<file path="src/instr_dec_pkg.sv">
package instr_dec_pkg;

   // ----------------------------------------
   // Opcode sub-field positions
   // ----------------------------------------
   localparam int W_BIT = 0;
   localparam int D_BIT = 1;
   localparam int S_BIT = 1;
   localparam int COND_LSB = 0;
   localparam int COND_W = 4;
   localparam int LSEG_LSB = 3;
   localparam int LSEG_W = 2;

   // ----------------------------------------
   // Addressing byte layouts
   // ----------------------------------------
   localparam int MOD_LSB = 6;
   localparam int MOD_W = 2;
   localparam int REG_LSB = 3;
   localparam int RM_LSB = 0;
   localparam int FLD_W = 3;
   localparam int SS_LSB = 6;
   localparam int SS_W = 2;
   localparam int IDX_LSB = 3;
   localparam int BASE_LSB = 0;
   localparam int BYTE_HI_BIT = 2;

   localparam logic [1:0] MOD_NODISP = 2'h0;
   localparam logic [1:0] MOD_DISP8 = 2'h1;
   localparam logic [1:0] MOD_DISPF = 2'h2;
   localparam logic [1:0] MOD_REG = 2'h3;
   localparam logic [2:0] RM_SIB = 3'h4;
   localparam logic [2:0] RM_DIRECT16 = 3'h6;
   localparam logic [2:0] RM_DIRECT32 = 3'h5;

   // ----------------------------------------
   // Field lengths in bytes and lane masks
   // ----------------------------------------
   localparam logic [2:0] LEN_0 = 3'h0;
   localparam logic [2:0] LEN_1 = 3'h1;
   localparam logic [2:0] LEN_2 = 3'h2;
   localparam logic [2:0] LEN_4 = 3'h4;
   localparam logic [3:0] MASK_B0 = 4'h1;
   localparam logic [3:0] MASK_B1 = 4'h2;
   localparam logic [3:0] MASK_16 = 4'h3;
   localparam logic [3:0] MASK_32 = 4'hf;

   // ----------------------------------------
   // Register map
   // ----------------------------------------
   localparam logic [7:0] CTRL_OFS = 8'h00;
   localparam logic [7:0] STAT_OFS = 8'h04;
   localparam logic [7:0] CNT_OFS = 8'h08;
   localparam logic [1:0] CTRL_RST = 2'h0;
   localparam int CTRL_D_BIT = 0;
   localparam int CTRL_LEGACY_BIT = 1;

   // ----------------------------------------
   // Enumerations
   // ----------------------------------------
   typedef enum logic [2:0] {
      ST_PFX, ST_OPC2, ST_MODRM, ST_SIB, ST_DISP, ST_IMM, ST_EMIT
   } dec_state_e;

   typedef enum logic [1:0] {
      IMM_NONE, IMM_BYTE, IMM_WORD, IMM_FULL
   } imm_kind_e;

   typedef enum logic [1:0] {
      REG_NONE, REG_OPC, REG_MID, REG_RM
   } reg_pos_e;

   typedef enum logic [1:0] {
      SZ_8, SZ_16, SZ_32
   } opsize_e;

endpackage : instr_dec_pkg

</file>
<file path="src/instruction_format_decoder.sv">
// Added by the designer: the APB interface to the registers and the address map.
`timescale 1ns/1ps
module instruction_format_decoder
   import instr_dec_pkg::*;
#(
   parameter logic [7:0] OPSZ_PFX = 8'h66,
   parameter logic [7:0] ADSZ_PFX = 8'h67,
   parameter logic [7:0] ESC_BYTE = 8'h0f
) (
   // Clock, reset and enable
   input wire logic clk,
   input wire logic reset_n,
   input wire logic ce,
   // APB slave
   input wire logic [7:0] paddr,
   input wire logic psel,
   input wire logic penable,
   input wire logic pwrite,
   input wire logic [31:0] pwdata,
   output logic [31:0] prdata,
   output logic pready,
   output logic pslverr,
   // Instruction byte stream
   input wire logic in_valid,
   input wire logic [7:0] in_byte,
   output logic in_ready,
   // Format hints, sampled with the final opcode byte
   input wire logic hint_modrm,
   input wire logic hint_w,
   input wire logic [1:0] hint_imm,
   input wire logic [1:0] hint_reg_pos,
   // Decoded instruction, valid while dec_valid
   output logic dec_valid,
   output logic [7:0] dec_opcode,
   output logic [7:0] dec_opcode2,
   output logic dec_two_byte,
   output logic dec_op32,
   output logic dec_addr32,
   output logic [1:0] dec_opsize,
   output logic dec_dir,
   output logic dec_sext,
   output logic [3:0] dec_cond,
   output logic dec_has_modrm,
   output logic [1:0] dec_mode,
   output logic [2:0] dec_mid,
   output logic [2:0] dec_rm,
   output logic dec_has_sib,
   output logic [1:0] dec_scale,
   output logic [2:0] dec_index,
   output logic [2:0] dec_base,
   output logic [2:0] dec_gpr,
   output logic [1:0] dec_legacy_segment_select,
   output logic [2:0] dec_extended_segment_select,
   output logic [2:0] dec_disp_len,
   output logic [31:0] dec_disp,
   output logic [2:0] dec_imm_len,
   output logic [31:0] dec_imm,
   output logic [3:0] dec_wr_mask
);

   // ----------------------------------------
   // State
   // ----------------------------------------
   typedef struct packed {
      dec_state_e st;
      logic op_pfx;
      logic ad_pfx;
      logic two;
      logic [7:0] opc1;
      logic [7:0] opc2;
      logic [7:0] last;
      logic has_modrm;
      logic [7:0] modrm;
      logic has_sib;
      logic [7:0] sib;
      logic has_w;
      imm_kind_e imm_kind;
      reg_pos_e reg_pos;
      logic [2:0] cnt;
      logic [2:0] disp_len;
      logic [2:0] imm_len;
      logic [31:0] disp;
      logic [31:0] imm;
      logic op32;
      logic addr32;
      opsize_e opsize;
      logic [2:0] gpr;
      logic [3:0] wr_mask;
      logic in_ready;
      logic dec_valid;
      logic [1:0] ctrl;
      logic [15:0] count;
      logic [31:0] prdata;
      logic pready;
      logic pslverr;
   } dec_s;

   dec_s r;
   dec_s n;

   // ----------------------------------------
   // Helpers
   // ----------------------------------------
   // Displacement length from the addressing bytes
   function automatic logic [2:0] disp_bytes(input logic a32,
      input logic [7:0] mrm, input logic [7:0] sb, input logic use_sib);
      logic [1:0] md;
      logic [2:0] rm;
      md = mrm[MOD_LSB +: MOD_W];
      rm = mrm[RM_LSB +: FLD_W];
      disp_bytes = LEN_0;
      if (md == MOD_REG) begin
         disp_bytes = LEN_0;
      end else if (md == MOD_DISP8) begin
         disp_bytes = LEN_1;
      end else if (!a32) begin
         if (md == MOD_DISPF || rm == RM_DIRECT16) begin
            disp_bytes = LEN_2;
         end
      end else if (md == MOD_DISPF || rm == RM_DIRECT32) begin
         disp_bytes = LEN_4;
      end else if (use_sib && sb[BASE_LSB +: FLD_W] == RM_DIRECT32) begin
         disp_bytes = LEN_4;
      end
   endfunction : disp_bytes

   // Immediate length from its kind and operation size
   function automatic logic [2:0] imm_bytes(input imm_kind_e k,
      input logic o32);
      case (k)
         IMM_BYTE: imm_bytes = LEN_1;
         IMM_WORD: imm_bytes = LEN_2;
         IMM_FULL: imm_bytes = o32 ? LEN_4 : LEN_2;
         default: imm_bytes = LEN_0;
      endcase
   endfunction : imm_bytes

   // ----------------------------------------
   // Next-state logic
   // ----------------------------------------
   // All work is gated by ce, so a low enable freezes everything
   always_comb begin
      logic take;
      logic opc_done;
      logic addr_done;
      logic fin;
      logic eff_d;
      logic setup;
      logic acc;
      take = 1'b0;
      opc_done = 1'b0;
      addr_done = 1'b0;
      fin = 1'b0;
      eff_d = 1'b0;
      setup = 1'b0;
      acc = 1'b0;
      n = r;
      if (ce) begin
         take = in_valid & r.in_ready;
         setup = psel & ~penable;
         acc = psel & penable & r.pready;
         // Legacy modes carry no descriptor, so default is 16-bit
         eff_d = r.ctrl[CTRL_LEGACY_BIT] ? 1'b0 : r.ctrl[CTRL_D_BIT];
         n.dec_valid = 1'b0;

         // Register bus: zero-wait, data prepared during setup
         n.pready = setup;
         if (setup) begin
            n.pslverr = 1'b0;
            if (paddr == CTRL_OFS) begin
               n.prdata = {30'h0, r.ctrl};
            end else if (paddr == STAT_OFS) begin
               n.prdata = {16'h0, r.last, 5'h0,
                  (r.st != ST_PFX) | r.op_pfx | r.ad_pfx,
                  r.addr32, r.op32};
            end else if (paddr == CNT_OFS) begin
               n.prdata = {16'h0, r.count};
            end else begin
               n.prdata = 32'h0;
               n.pslverr = 1'b1;
            end
         end
         if (acc && pwrite) begin
            if (paddr == CTRL_OFS) begin
               n.ctrl = pwdata[1:0];
            end else if (paddr == CNT_OFS) begin
               n.count = 16'h0;
            end
         end

         // Byte-stream sequencer
         case (r.st)
            ST_PFX: begin
               if (take) begin
                  if (in_byte == OPSZ_PFX) begin
                     n.op_pfx = 1'b1;
                  end else if (in_byte == ADSZ_PFX) begin
                     n.ad_pfx = 1'b1;
                  end else begin
                     // Prefix toggles default, in any mode
                     n.op32 = eff_d ^ r.op_pfx;
                     n.addr32 = eff_d ^ r.ad_pfx;
                     n.opc1 = in_byte;
                     n.last = in_byte;
                     if (in_byte == ESC_BYTE) begin
                        n.two = 1'b1;
                        n.st = ST_OPC2;
                     end else begin
                        opc_done = 1'b1;
                     end
                  end
               end
            end
            ST_OPC2: begin
               if (take) begin
                  n.opc2 = in_byte;
                  n.last = in_byte;
                  opc_done = 1'b1;
               end
            end
            ST_MODRM: begin
               if (take) begin
                  n.modrm = in_byte;
                  if (r.addr32 && in_byte[RM_LSB +: FLD_W] == RM_SIB &&
                      in_byte[MOD_LSB +: MOD_W] != MOD_REG) begin
                     n.st = ST_SIB;
                  end else begin
                     n.disp_len = disp_bytes(r.addr32, in_byte, 8'h0,
                        1'b0);
                     addr_done = 1'b1;
                  end
               end
            end
            ST_SIB: begin
               if (take) begin
                  n.sib = in_byte;
                  n.has_sib = 1'b1;
                  n.disp_len = disp_bytes(r.addr32, r.modrm, in_byte,
                     1'b1);
                  addr_done = 1'b1;
               end
            end
            ST_DISP: begin
               if (take) begin
                  n.disp[r.cnt*8 +: 8] = in_byte;
                  n.cnt = r.cnt + 3'h1;
                  if (n.cnt == r.disp_len) begin
                     n.cnt = 3'h0;
                     // Immediate only after every displacement byte
                     if (r.imm_len != LEN_0) begin
                        n.st = ST_IMM;
                     end else begin
                        fin = 1'b1;
                     end
                  end
               end
            end
            ST_IMM: begin
               if (take) begin
                  n.imm[r.cnt*8 +: 8] = in_byte;
                  n.cnt = r.cnt + 3'h1;
                  if (n.cnt == r.imm_len) begin
                     fin = 1'b1;
                  end
               end
            end
            ST_EMIT: begin
               // Overrides cleared so they affect one instruction
               n.op_pfx = 1'b0;
               n.ad_pfx = 1'b0;
               n.two = 1'b0;
               n.opc2 = 8'h0;
               n.has_modrm = 1'b0;
               n.modrm = 8'h0;
               n.has_sib = 1'b0;
               n.sib = 8'h0;
               n.disp = 32'h0;
               n.imm = 32'h0;
               n.disp_len = LEN_0;
               n.imm_len = LEN_0;
               n.cnt = 3'h0;
               n.st = ST_PFX;
            end
            default: n.st = ST_PFX;
         endcase

         // Last opcode byte: latch the format hints
         if (opc_done) begin
            n.has_modrm = hint_modrm;
            n.has_w = hint_w;
            n.imm_kind = imm_kind_e'(hint_imm);
            n.reg_pos = reg_pos_e'(hint_reg_pos);
            n.imm_len = imm_bytes(imm_kind_e'(hint_imm), n.op32);
            n.disp_len = LEN_0;
            if (hint_modrm) begin
               n.st = ST_MODRM;
            end else begin
               addr_done = 1'b1;
            end
         end

         // Addressing done: displacement, then immediate
         if (addr_done) begin
            n.cnt = 3'h0;
            if (n.disp_len != LEN_0) begin
               n.st = ST_DISP;
            end else if (n.imm_len != LEN_0) begin
               n.st = ST_IMM;
            end else begin
               fin = 1'b1;
            end
         end

         // Final byte: resolve derived fields and present them
         if (fin) begin
            n.st = ST_EMIT;
            n.dec_valid = 1'b1;
            n.count = n.count + 16'h1;
            if (n.disp_len == LEN_1) begin
               n.disp = {{24{n.disp[7]}}, n.disp[7:0]};
               if (!n.addr32) begin
                  n.disp[31:16] = 16'h0;
               end
            end
            if (n.has_w && !n.last[W_BIT]) begin
               n.opsize = SZ_8;
            end else begin
               n.opsize = n.op32 ? SZ_32 : SZ_16;
            end
            // Short immediate with the S bit set sign-extended to the operation size
            if (n.imm_kind == IMM_BYTE && n.last[S_BIT] &&
                n.opsize != SZ_8) begin
               n.imm = {{24{n.imm[7]}}, n.imm[7:0]};
               if (!n.op32) begin
                  n.imm[31:16] = 16'h0;
               end
            end
            case (n.reg_pos)
               REG_OPC: n.gpr = n.last[RM_LSB +: FLD_W];
               REG_MID: n.gpr = n.modrm[REG_LSB +: FLD_W];
               REG_RM: n.gpr = n.modrm[RM_LSB +: FLD_W];
               default: n.gpr = 3'h0;
            endcase
            // Lanes written: narrow writes leave upper lanes alone
            case (n.opsize)
               SZ_32: n.wr_mask = MASK_32;
               SZ_16: n.wr_mask = MASK_16;
               default: n.wr_mask = n.gpr[BYTE_HI_BIT] ?
                  MASK_B1 : MASK_B0;
            endcase
         end
         n.in_ready = (n.st != ST_EMIT);
      end
   end

   // ----------------------------------------
   // State register
   // ----------------------------------------
   always_ff @(posedge clk or negedge reset_n) begin
      if (!reset_n) begin
         r <= '0;
         r.st <= ST_PFX;
         r.in_ready <= 1'b1;
         r.ctrl <= CTRL_RST;
      end else begin
         r <= n;
      end
   end

   // ----------------------------------------
   // Outputs, all from the state register
   // ----------------------------------------
   assign prdata = r.prdata;
   assign pready = r.pready;
   assign pslverr = r.pslverr;
   assign in_ready = r.in_ready;
   assign dec_valid = r.dec_valid;
   assign dec_opcode = r.opc1;
   assign dec_opcode2 = r.opc2;
   assign dec_two_byte = r.two;
   assign dec_op32 = r.op32;
   assign dec_addr32 = r.addr32;
   assign dec_opsize = r.opsize;
   assign dec_dir = r.last[D_BIT];
   assign dec_sext = r.last[S_BIT];
   assign dec_cond = r.last[COND_LSB +: COND_W];
   assign dec_has_modrm = r.has_modrm;
   assign dec_mode = r.modrm[MOD_LSB +: MOD_W];
   assign dec_mid = r.modrm[REG_LSB +: FLD_W];
   assign dec_rm = r.modrm[RM_LSB +: FLD_W];
   assign dec_has_sib = r.has_sib;
   assign dec_scale = r.sib[SS_LSB +: SS_W];
   assign dec_index = r.sib[IDX_LSB +: FLD_W];
   assign dec_base = r.sib[BASE_LSB +: FLD_W];
   assign dec_gpr = r.gpr;
   // Segment selects; meaningful only for instructions that use them
   assign dec_legacy_segment_select =
      r.last[LSEG_LSB +: LSEG_W];
   assign dec_extended_segment_select =
      r.modrm[REG_LSB +: FLD_W];
   assign dec_disp_len = r.disp_len;
   assign dec_disp = r.disp;
   assign dec_imm_len = r.imm_len;
   assign dec_imm = r.imm;
   assign dec_wr_mask = r.wr_mask;

endmodule : instruction_format_decoder

</file>
<file path="config.mk">
export PLATFORM = sky130hd
export DESIGN_NAME = instruction_format_decoder
export DESIGN_NICKNAME = d
export VERILOG_FILES = /design/src/instr_dec_pkg.sv /design/src/instruction_format_decoder.sv
export SDC_FILE = /design/constraint.sdc
export NUM_CORES = 1
export LEC_CHECK = 0
export BUFFER_PORTS_ARGS = -buffer_cell sky130_fd_sc_hd__buf_2
export CAP_MARGIN = 25
export CORE_MARGIN = 1.5
export CORE_UTILIZATION = 50
export DETAILED_ROUTE_END_ITERATION = 8
export GPL_ROUTABILITY_DRIVEN = 0
export HOLD_SLACK_MARGIN = 0.08
export PLACE_DENSITY_LB_ADDON = 0.2
export SETUP_SLACK_MARGIN = 0.05
export SYNTH_ARGS = -nofsm -noshare
export SYNTH_HDL_FRONTEND = slang
export SYNTH_SLANG_ARGS = --single-unit
</file>
<file path="constraint.sdc">
create_clock -name clk -period 3.42 [get_ports clk]
set_input_delay 0.342 -clock clk [delete_from_list [all_inputs] [get_ports clk]]
set_output_delay 0.342 -clock clk [all_outputs]
set_load 0.01 [all_outputs]
</file>
== Word level (Yosys, flattened, before mapping) ==
Index checks and enable logic that the tools add are counted.
Operators by class
  $add $sub $neg: 3
  equality and inequality tests: 54
  shifts and indexed selects: 2
  multiplexer cells: 125
  bitwise operators: 11
  reduce and logical (&&, ||, !) cells: 38
Operators with widths (count)
  two-way mux 16 bit: 9
  two-way mux 32 bit: 4
  one-hot mux 32 bit (2 select lines): 2
  two-way mux 3 bit: 35
  bitwise mux 32 bit: 2
  two-way mux 64 bit: 1
  one-hot mux 8 bit (2 select lines): 3
  two-way mux 8 bit: 5
  two-way mux 18 bit: 2
  one-hot mux 3 bit (3 select lines): 4
  negation 6 -> 34 bit: 1
  variable shift 8 x 34 -> 32 bit, first input constant: 1
  indexed part select 8 x 34 -> 32 bit: 1
  two-way mux 1 bit: 30
  two-way mux 2 bit: 13
  == test 3 bit, second input constant: 8
  inequality test 3 bit, second input constant: 7
  inequality test 2 bit, second input constant: 10
  == test 2 bit, second input constant: 9
  two-way mux 9 bit: 2
  one-hot mux 9 bit (2 select lines): 1
  adder 16 x 1 -> 16 bit, second input constant: 1
  == test 8 x 4 -> 1 bit, second input constant: 2
  == test 8 x 7 -> 1 bit, second input constant: 2
  other kinds (34): 78
Word-level totals
  register bits after elaboration: 191
  input bits: 61
  output and inout bits: 163
  word-level logic and storage cells: 266

== Longest topological paths before layout ==
  depth in word-level cells: 22
  gate-level depth with buffers: 13

== Worst setup path before layout ==
No wires, ideal clock.
  path type: register to register
  from: register, netlist name in_ready
  to: register r (netlist bit dec_imm[10])
  arrival time: 3.075 ns
  required time: 3.296 ns
  path slack: 0.221 ns
  cell stages (with the launch flop): 14
  path buffers: 1
  period minus slack after synthesis: 3.199 ns
  cells stage by stage: dfstp_2 > nand3b_1 > or2_0 > buf_2 > nor3_1 > nor2_1 > a21oi_1 > o21ai_0 > ha_1 > a211oi_4 > inv_2 > a211oi_4 > o21ai_2 > a211o_1
On the way
  longest elaborated chain between the ends: 14
Ends and longest elaborated chain
  bitwise AND 1 bit (*): line instruction_format_decoder.sv:159  | take = in_valid & r.in_ready;
  two-way mux 2 bit, or another cell as far along: line instruction_format_decoder.sv:194  | if (take) begin
  two-way mux 2 bit / one-hot mux 1 bit (2 select lines) (equally long branches): line instruction_format_decoder.sv:192  | case (r.st)
  two-way mux 2 bit / two-way mux 1 bit (equally long branches): line instruction_format_decoder.sv:158  | if (ce) begin
  two-way mux 3 bit / two-way mux 5 bit (equally long branches): line instruction_format_decoder.sv:133, instruction_format_decoder.sv:288
  one-hot mux 3 bit (3 select lines) / two-way mux 5 bit (equally long branches): line instruction_format_decoder.sv:130, instruction_format_decoder.sv:158
  two-way mux 6 bit / logical AND 1 bit (equally long branches): line instruction_format_decoder.sv:288, instruction_format_decoder.sv:325
  two-way mux 6 bit / two-way mux 2 bit (equally long branches): line instruction_format_decoder.sv:158, instruction_format_decoder.sv:325
  nonzero test 3 bit / two-way mux 2 bit (equally long branches): line instruction_format_decoder.sv:307, instruction_format_decoder.sv:315
  two-way mux 1 bit / two-way mux 2 bit (equally long branches): line instruction_format_decoder.sv:307, instruction_format_decoder.sv:158
  two-way mux 1 bit / nonzero test 2 bit (equally long branches): line instruction_format_decoder.sv:305, instruction_format_decoder.sv:332
  two-way mux 1 bit / logical AND 1 bit (equally long branches): line instruction_format_decoder.sv:303, instruction_format_decoder.sv:331
  two-way mux 1 bit / two-way mux 32 bit (equally long branches): line instruction_format_decoder.sv:158, instruction_format_decoder.sv:331
  two-way mux 64 bit (*): line instruction_format_decoder.sv:315  | if (fin) begin
  to (signal assigned): line instruction_format_decoder.sv:366  | r <= n;
  to (decl): line instruction_format_decoder.sv:98  | dec_s r;
Every way passes the cells marked *; elsewhere a longest branch is shown, timed or not. The select of a mux whose other input is x is not followed.
A chain may end at the register's enable or synchronous reset.

== Final worst setup path ==
  from: register, netlist name in_ready
  to: register r (netlist bit dec_imm[12])
On the way
  longest elaborated chain between the ends: 14
Ends and longest elaborated chain (line)
  bitwise AND 1 bit (*): instruction_format_decoder.sv:159
  two-way mux 2 bit, or another cell as far along: instruction_format_decoder.sv:194
  two-way mux 2 bit / one-hot mux 1 bit (2 select lines) (equally long branches): instruction_format_decoder.sv:192
  two-way mux 2 bit / two-way mux 1 bit (equally long branches): instruction_format_decoder.sv:158
  two-way mux 3 bit / two-way mux 5 bit (equally long branches): instruction_format_decoder.sv:133, instruction_format_decoder.sv:288
  one-hot mux 3 bit (3 select lines) / two-way mux 5 bit (equally long branches): instruction_format_decoder.sv:130, instruction_format_decoder.sv:158
  two-way mux 6 bit / logical AND 1 bit (equally long branches): instruction_format_decoder.sv:288, instruction_format_decoder.sv:325
  two-way mux 6 bit / two-way mux 2 bit (equally long branches): instruction_format_decoder.sv:158, instruction_format_decoder.sv:325
  nonzero test 3 bit / two-way mux 2 bit (equally long branches): instruction_format_decoder.sv:307, instruction_format_decoder.sv:315
  two-way mux 1 bit / two-way mux 2 bit (equally long branches): instruction_format_decoder.sv:307, instruction_format_decoder.sv:158
  two-way mux 1 bit / nonzero test 2 bit (equally long branches): instruction_format_decoder.sv:305, instruction_format_decoder.sv:332
  two-way mux 1 bit / logical AND 1 bit (equally long branches): instruction_format_decoder.sv:303, instruction_format_decoder.sv:331
  two-way mux 1 bit / two-way mux 32 bit (equally long branches): instruction_format_decoder.sv:158, instruction_format_decoder.sv:331
  two-way mux 64 bit (*): instruction_format_decoder.sv:315
Marked as above.

==> impl_metrics.csv <==
group,metric,value,unit
logic_synthesis,netlist_instances,1094,
sta,finalCriticalPeriod,3.08,ns
cts,clockBufferDepth,2,
logic_synthesis,avgSynthCellArea,9.21,µm²
cts,cts_tree,"yes",
sta,worstMarginPinSlew,0.847,ns
cts,cts.sinks,173,
finish,final_layout_size_suffix_gt1_frac,0.271,
finish,finalCoreUtilization,0.564,
status,outcome,"complete, no violations",
critical_path,cp-start-kind,"register",
sta,hold_violations,0,
critical_path,r2r_setup_slack,0.34,ns
cts,cts-root-buf,"clkbuf_16",
power_and_ir_drop,pwr-share-clk,0.238,
placement,placed_cells,1391,
min_path,min_path_type,"in2reg",
sta,slew_headroom,0.431,
route,dr_total_vias,8114,
logic_synthesis,syn_area,10100,µm²
logic_synthesis,yosys.cell_types.count,73,
power_and_ir_drop,pwr-share-seq,0.368,
floorplanning,die_h,145,µm
logic_synthesis,synthArstFlopShare,1.00,
logic_synthesis,synth.most_common_cell,"dfrtp_1",
placement,dp_hpwl,19000,µm
sta,worst_slack,0.340,ns
route,firstDrtPassIters,5,
power_and_ir_drop,power_density,785,nW/µm²
critical_path,reg2reg_from,"in_ready",
logic_synthesis,synth_edf_count,0,
min_path,holdPathStages,2,
sta,timing.setup.tns,0,ns
floorplanning,pin_count,224,
power_and_ir_drop,p_leak,5.32,nW
critical_path,setup.worst_path.end_class,"register",
power_and_ir_drop,total_power,8.67,mW
min_path,holdPathEnd,"r[51]",
global_route,antenna_found_initial,0,
critical_path,critical_path.max_stage_delay,0.53,ns
critical_path,required,3.74,ns
power_and_ir_drop,swShare,0.384,
power_and_ir_drop,switchingPower,3.33,mW
critical_path,ff2ff_path_depth,12,
cts,clkTransAtPathRegs,0.07,ns
flow_run,drv_cap,0,
global_route,grt_pass1_wl,43100,µm
critical_path,critical_path.cell_chain,"nand3b_1, or2_0, nor3_2, nor2_1, a21oi_2, o21ai_0, ha_1, a211oi_4, inv_2, a211oi_4, o21ai_2, a211o_1",
route,wl_per_cell,19.0,µm
logic_synthesis,ys_ff_latch,173,
global_route,grt_use_total,0.259,
critical_path,r2r_end,"dec_imm[12]",
logic_synthesis,synth_top_area_frac,0.427,
power_and_ir_drop,ir_drop,0.430,mV
global_route,grt_pass1_vias,7710,
placement,io_buffer_count,177,
route,drt_iter0_markers,686,
global_route,grt_start_max_net_pins,68,
finish,antennaDiodeCount,0,
critical_path,cp_slowest_cell,"dfstp_2",
floorplanning,initial_core_util,0.514,
placement,pre_cts_ws,-0.00347,ns
floorplanning,fp-row-count,51,
sta,drv_slew,0,
route,ant_nets,0,
cts,cts_buffers,17,
sta,clock_skew,0.0157,ns
finish,syn_to_final_growth,9.62,%
logic_synthesis,synth-main-ff-cell,"dfrtp_1",
route,route.detailed.drc,0,
critical_path,path_max_fanout,8,
critical_path,cp.arrival,3.40,ns
cts,htree_levels,4,
power_and_ir_drop,combPwrFrac,0.394,
finish,stdcell_count,1424,
global_route,grt_remaining_overflow,0,
sta,fmax,0.325,GHz
sta,setup_viol_count_final,0,
finish,finalNetCount,1212,
logic_synthesis,ys_seq_area_frac,0.430,
critical_path,path_buf_inv,1,
critical_path,critPathTopFamily,"compound AO/OA/AOI/OAI gates",
floorplanning,core,19600,µm²
floorplanning,die_area,21000,µm²
sta,period_share,0.900,
logic_synthesis,synth_area_leaders,"dfrtp_1 (43%), buf_4 (11%), nand2_1 (5.3%)",
cts,clock_latency,0.43,ns
cts,cts_setup_buffers,0,
min_path,min_from,"pwdata[1]",
critical_path,critPathKind,"reg2reg",
route,wl,27100,µm
logic_synthesis,yosysWarnings,0,
logic_synthesis,yosys-top-cells-count,"dfrtp_1 (172), buf_4 (153), nand2_1 (141), o21ai_0 (76), nor2_1 (62)",
logic_synthesis,yosysTopAreaCell,"dfrtp_1",
critical_path,crit_path_frequent_cell,"a211oi_4",
sta,rsz0062_at_grt,"no",
floorplanning,dieWidth,145,µm
route,vias_per_cell,5.70,
power_and_ir_drop,internal_power,5.34,mW
## routing by layer
metal / global-route usage / vias up / wire, µm
li1: - / 3826 / -
met1: 0.379 / 3952 / 12600
met2: 0.389 / 295 / 12300
met3: 0.0469 / 41 / 1690
met4: 0.0840 / 0 / 522
met5: 0 / - / 0
## cells in the final DEF, fill, tap and decap left out, types with 21 or more instances in the layout
cell,n
a211o_1,21
a21oi_1,38
a22o_1,27
buf_2,176
buf_4,54
dfrtp_1,172
inv_1,24
nand2_1,141
nor2_1,62
o21ai_0,76
## kinds of logic (layout without fill, tap and decap cells)
| logic type | count (synthesis) | count (layout) | synth area share |
|---|---|---|---|
| AO/OA/AOI/OAI | 281 | 281 | 0.195 |
| adder cells (fa/ha/maj) | 5 | 5 | 0.00621 |
| multiplexers | 36 | 36 | 0.0383 |
| XOR/XNOR | 20 | 20 | 0.0174 |
| flip-flops | 173 | 173 | 0.430 |
| AND/OR/NAND/NOR | 337 | 337 | 0.165 |
| buffers and inverters | 241 | 291 | 0.148 |
| other | 1 | 16 | 0.000372 |
## timing repair
action	4_1_cts	5_1_grt
setup endpoints to repair	8	25
gates resized for setup	1	4
endpoints found under the hold margin	63	0
hold buffers	1	0
## registers in the layout, indices dropped and copies added, names as in the netlist, 3 cells and up
register and count:
dec_disp_len 3, dec_extended_segment_select 3, prdata 16, dec_base 3, dec_imm 32, dec_index 3
dec_rm 3, dec_imm_len 3, dec_gpr 3, dec_wr_mask 3, dec_opcode 8, r 34
dec_cond 4, dec_disp 32, dec_opcode2 8
## power groups by stage
stage / combinational [mW] / sequential, mW / clock, mW
finish: 3.41 / 3.19 / 2.06
floorplan: 2.92 / 3.08 / 0
global route: 3.75 / 3.28 / 2.18
CTS: 3.41 / 3.19 / 2.09
detailed placement: 3.39 / 3.23 / 0
global placement: 3.34 / 3.21 / 0
## area by class of cell
cell class | instances | area, µm²
fill | 1862 | 8550
timing repair buffer | 233 | 1330
clock inverter | 13 | 179
sequential | 173 | 4330
clock buffer | 19 | 443
multi-input combinational | 695 | 4330
inverter | 26 | 97.6
tap | 265 | 332
## through the flow
stage	area, µm²	hold WS, ns
CTS	11000	0.131
floorplan	10100	0.0464
global placement	10400	0.394
global route	11000	0.155
detailed placement	10400	0.391
finish	11000	0.141
## worst max path at each step
stage	end	start	cells past startpoint
after floorplan	dec_imm[10]	in_ready	13
after global placement	dec_imm[19]	in_byte[4]	12
after detailed placement	dec_imm[19]	in_byte[4]	12
after CTS	dec_imm[31]	in_ready	12
after global routing	dec_imm[27]	in_ready	13
final	dec_imm[12]	in_ready	12
No activity file was read; power rests on OpenSTA's default activity.
